<file path="src/inc/stack_limit_pkg.sv">
// Behaviour
// - One working register doubles as stack pointer
// - Pointer addresses first free word, grows upward
// - Push writes then increments; pop decrements then reads
// - Pushed program counter has top bit cleared
// - Limit register uninitialised by reset
// - Bit 0 of pointer and limit forced zero
// - Only push addresses compared with limit; every checked address compared with floor
// - Push at limit passes; next push traps
// - Checked address below floor raises underflow trap
package stack_limit_pkg;
    localparam int DATA_W = 16;
    localparam logic [15:0] STACK_FLOOR = 16'h0800;
    localparam logic [15:0] WORD_STEP = 16'h0002;
    localparam logic [15:0] POINTER_RESET = 16'h0800;
    localparam int ALIGN_BIT = 0;
    localparam int PC_TOP_BIT = 15;

    typedef enum logic [1:0] {
        OP_NONE = 2'b00,
        OP_PUSH = 2'b01,
        OP_POP = 2'b10,
        OP_WRITE = 2'b11
    } stack_op_t;
endpackage

</file>
<file path="src/rtl/stack_bound_compare.sv">
`timescale 1ns/100ps
module stack_bound_compare
    import stack_limit_pkg::*;
(
    input wire logic [15:0] address,
    input wire logic [15:0] limit,
    input wire logic isPush,
    output logic overLimit,
    output logic belowFloor
);
    // Push at the limit itself is allowed; only beyond it traps
    always_comb begin
        overLimit = isPush && (address > limit);
        belowFloor = address < STACK_FLOOR;
    end
endmodule

</file>
<file path="config.mk">
export PLATFORM = sky130hd
export DESIGN_NAME = stack_bound_compare
export DESIGN_NICKNAME = d
export VERILOG_FILES = /design/src/inc/stack_limit_pkg.sv /design/src/rtl/stack_bound_compare.sv
export SDC_FILE = /design/constraint.sdc
export NUM_CORES = 1
export LEC_CHECK = 0
export ABC_CLOCK_PERIOD_IN_PS = 3000
export BUFFER_PORTS_ARGS = -buffer_cell sky130_fd_sc_hd__buf_2
export CELL_PAD_IN_SITES_DETAIL_PLACEMENT = 1
export CELL_PAD_IN_SITES_GLOBAL_PLACEMENT = 1
export CORE_MARGIN = 8
export CORE_UTILIZATION = 28
export DETAILED_ROUTE_END_ITERATION = 8
export GPL_TIMING_DRIVEN = 0
export PLACE_DENSITY_LB_ADDON = 0.1
export SLEW_MARGIN = 40
export SYNTH_ARGS = -nofsm -noshare
export SYNTH_HDL_FRONTEND = slang
export SYNTH_SLANG_ARGS = --single-unit
export TNS_END_PERCENT = 20
</file>
<file path="constraint.sdc">
create_clock -name vclk -period 3
set_input_delay 0.45 -clock vclk [all_inputs]
set_output_delay 0.45 -clock vclk [all_outputs]
set_load 0.01 [all_outputs]
</file>
# After elaboration in Yosys (flattened, before gate mapping)
# Index checks and enable logic that the tools add are counted.
# word_totals
inputBits,33
regBits,0
output_inout_bits,2
word_cells,3
# classes
n_lt_le_gt_ge,2
reduce_logical,1
# ops
op,count
> comparator 16 bit,1
"less-than comparator 16 x 12 -> 1 bit, second input constant",1
logical AND 1 bit,1

# Longest topological paths before layout
# depth
depth_word,2
depth_mapped,6
depth_no_buf,6

# Least setup slack after synthesis
# OpenSTA, ideal clock, no wires.
# synth_timing
path_type,input port to output port
from,input port limit[14]
to,output port overLimit
t_required_ns,2.550
t_arrival_ns,1.789
path_buffers,0
slack_ns,0.761
path_stages,6
path_cell_list,inv_1 ha_1 nand4_1 or4_1 or2_0 o311a_1
# synth_between
elab_chain_cells,2
# synth_lines
item,line_no,text
"start, declared",stack_bound_compare.sv:6,"input wire logic [15:0] limit,"
> comparator 16 bit,stack_bound_compare.sv:13,overLimit = isPush && (address > limit);
logical AND 1 bit,stack_bound_compare.sv:13,
"end, declared",stack_bound_compare.sv:8,"output logic overLimit,"
# Every way passes these cells.

# Worst setup path in the final report
# layout_timing
from,input port address[14]
to,output port overLimit
# layout_between
elab_chain_cells,2
# layout_lines
item,line_no,text
"start, declared",stack_bound_compare.sv:5,"input wire logic [15:0] address,"
> comparator 16 bit,stack_bound_compare.sv:13,
logical AND 1 bit,stack_bound_compare.sv:13,
# Every way passes these cells.

==> results.py <==
metrics = {
    "floorplanning": {
        "die_h_um": 54.3,
        "die_w_um": 54.3,
        "placementRows": 14,
        "die-area_um2": 2950,
        "ios": 35,
        "coreArea_um2": 1440,
        "start_util": 0.286,
    },
    "worst_setup_path": {
        "start_kind": "input pin",
        "cp.required_ns": 2.55,
        "crit_slowest_cell": "or4_1",
        "critPathBufInv": 2,
        "cp-end-kind": "output pin",
        "path_max_fanout": 3,
        "crit_top_cell": "buf_2",
        "cp.arrival_ns": 2.06,
        "max_stage_delay_ns": 0.56,
        "crit_type": "input pin to output pin",
        "worstPathCellList": "buf_2 -> ha_1 -> nand4_1 -> or4_1 -> or2_0 -> o311a_1 -> buf_2",
        "cp.depth": 7,
        "cp_top_family": "simple AND/OR/NAND/NOR gates",
    },
    "routing": {
        "drt_wl_total_um": 1250,
        "routedWlPerCell_um": 11.4,
        "firstDrtPassIters": 1,
        "drt_iter0_drc": 0,
        "ant_nets": 0,
        "drc": 0,
        "viasPerCell": 4.80,
        "vias": 523,
    },
    "pwr": {
        "power_switching_share": 0.459,
        "power_leakage_nw": 0.398,
        "power.share.clock": 0,
        "p_comb_frac": 1.000,
        "p_sw_mw": 0.0318,
        "power_density_nw_per_um2": 114,
        "peakVddDrop_mv": 0.0339,
        "pwr-share-seq": 0,
        "power.internal_mw": 0.0375,
    },
    "sta": {
        "rsz0062_at_grt": "false",
        "max_slew_margin": 0.901,
        "setup_viol": 0,
        "setup-tns-final_ns": 0,
        "fin_crit_sh": 0.837,
        "clock.fmax_mhz": 398,
        "hold_viol": 0,
        "maxSlewViolCount": 0,
        "finalCriticalPeriod_ns": 2.51,
        "worst_slew_pin_slew_ns": 0.147,
    },
    "synthesis": {
        "synth_cell_types": 15,
        "synth_area_leader_cell": "ha_1",
        "syn_inst": 58,
        "synth.net_count": 107,
        "syn_area_um2": 410,
        "synth-seq-area-share": 0,
        "yosys_warnings": 0,
        "ys_top_cells_by_area": "ha_1, inv_1, a21oi_1",
        "avgSynthCellArea_um2": 7.08,
        "synth.top_cells.by_count": "ha_1, inv_1, a21oi_1, nand2_1, nand4_1",
        "synth_top_area_frac": 0.488,
    },
    "global_route": {
        "grt_use_total": 0.0870,
        "overflow": 0,
        "grt_max_degree": 4,
        "first_global_vias": 558,
        "grt_pass1_wl_um": 2110,
        "grt_antenna_before_repair": 0,
    },
    "cells_and_area": {
        "register_area_um2": 0,
        "finalNetCount": 144,
        "multi_input_area_um2": 350,
        "drive_above_1_share": 0.376,
        "final_cells": 109,
        "diodes": 0,
        "n_sequential_cell": 0,
        "num-fill-cells": 205,
        "clkbuf_count": 0,
        "syn_to_final_growth_pct": 47.6,
        "final_util": 0.422,
    },
    "place": {
        "placed_cells": 109,
        "portBuffers": 35,
        "dp_hpwl_um": 1240,
        "gp_congestion": 0.684,
    },
    "clocking": {
        "ctsResizeCount": 0,
        "post_cts_hold_buffer_count": 0,
        "cts_setup_buffers": 0,
    },
    "run_status": {
        "status": "complete, no violations",
    },
    "min_path": {
        "min_path_type": "input pin to output pin",
        "min_path_cells": 3,
    },
    "flow_run": {
        "maxCapViolCount": 0,
    },
}
## power by group through the flow
| stage | Sequential (mW) | Combinational, mW | Clock, mW |
|---|---|---|---|
| global placement | 0 | 0.0670 | 0 |
| floorplan | 0 | 0.0370 | 0 |
| finish | 0 | 0.0693 | 0 |
| CTS | 0 | 0.0714 | 0 |
| global route | 0 | 0.0817 | 0 |
| detailed placement | 0 | 0.0711 | 0 |
## tightest hold or removal path, cell delays in order
cell and delay [ns]:
buf_2 0.09, nor2_1 0.04, buf_2 0.13
## path summary, 6_finish.rpt
kind	startpoint	to	slack [ns]
max	address[14]	overLimit	0.49
min	address[15]	belowFloor	1.16
## area by class of cell
cell class / instances / area share
inverters: 16 / 0.0992
multi-input cells: 42 / 0.579
repair buffers: 35 / 0.289
well taps: 16 / 0.0331
## per-layer routing
| metal | part of all wire | GRT usage | vias up | wire length, µm |
|---|---|---|---|---|
| met5 | 0 | 0 | - | 0 |
| met4 | 0 | 0 | 0 | 0 |
| met3 | 0.089 | 0.00543 | 0 | 111 |
| met2 | 0.52 | 0.176 | 16 | 653 |
| met1 | 0.39 | 0.102 | 232 | 480 |
| li1 | - | - | 275 | - |
## cell families after synthesis
logic type / Yosys count / synth area share
AOI/OAI and AO/OA: 12 / 0.183
adders and majority gates: 16 / 0.488
and+or+nand+nor: 14 / 0.183
buffers and inverters: 16 / 0.146
## cell usage in the layout (no fill, tap or decap)
master	instances
buf_2	35
inv_1	16
ha_1	16
a21oi_1	7
nand2_1	3
nand4_1	3
nand3_1	2
nor2_1	2
or4_1	2
o21ai_0	1
a221o_1	1
nor2b_1	1
o211ai_1	1
a21o_1	1
or2_0	1
o311a_1	1
## through the flow
step	cell area (µm²)	setup slack [ns]	power, mW	hold slack (ns)
2_1_floorplan	410	0.761	0.0370	0.948
3_3_place_gp	606	0.484	0.0670	1.16
3_5_place_dp	606	0.455	0.0711	1.17
4_1_cts	606	0.466	0.0714	1.17
5_1_grt	606	0.400	0.0817	1.17
6_report	606	0.490	0.0693	1.16
Note: power is estimated with default switching activity, not from simulation.
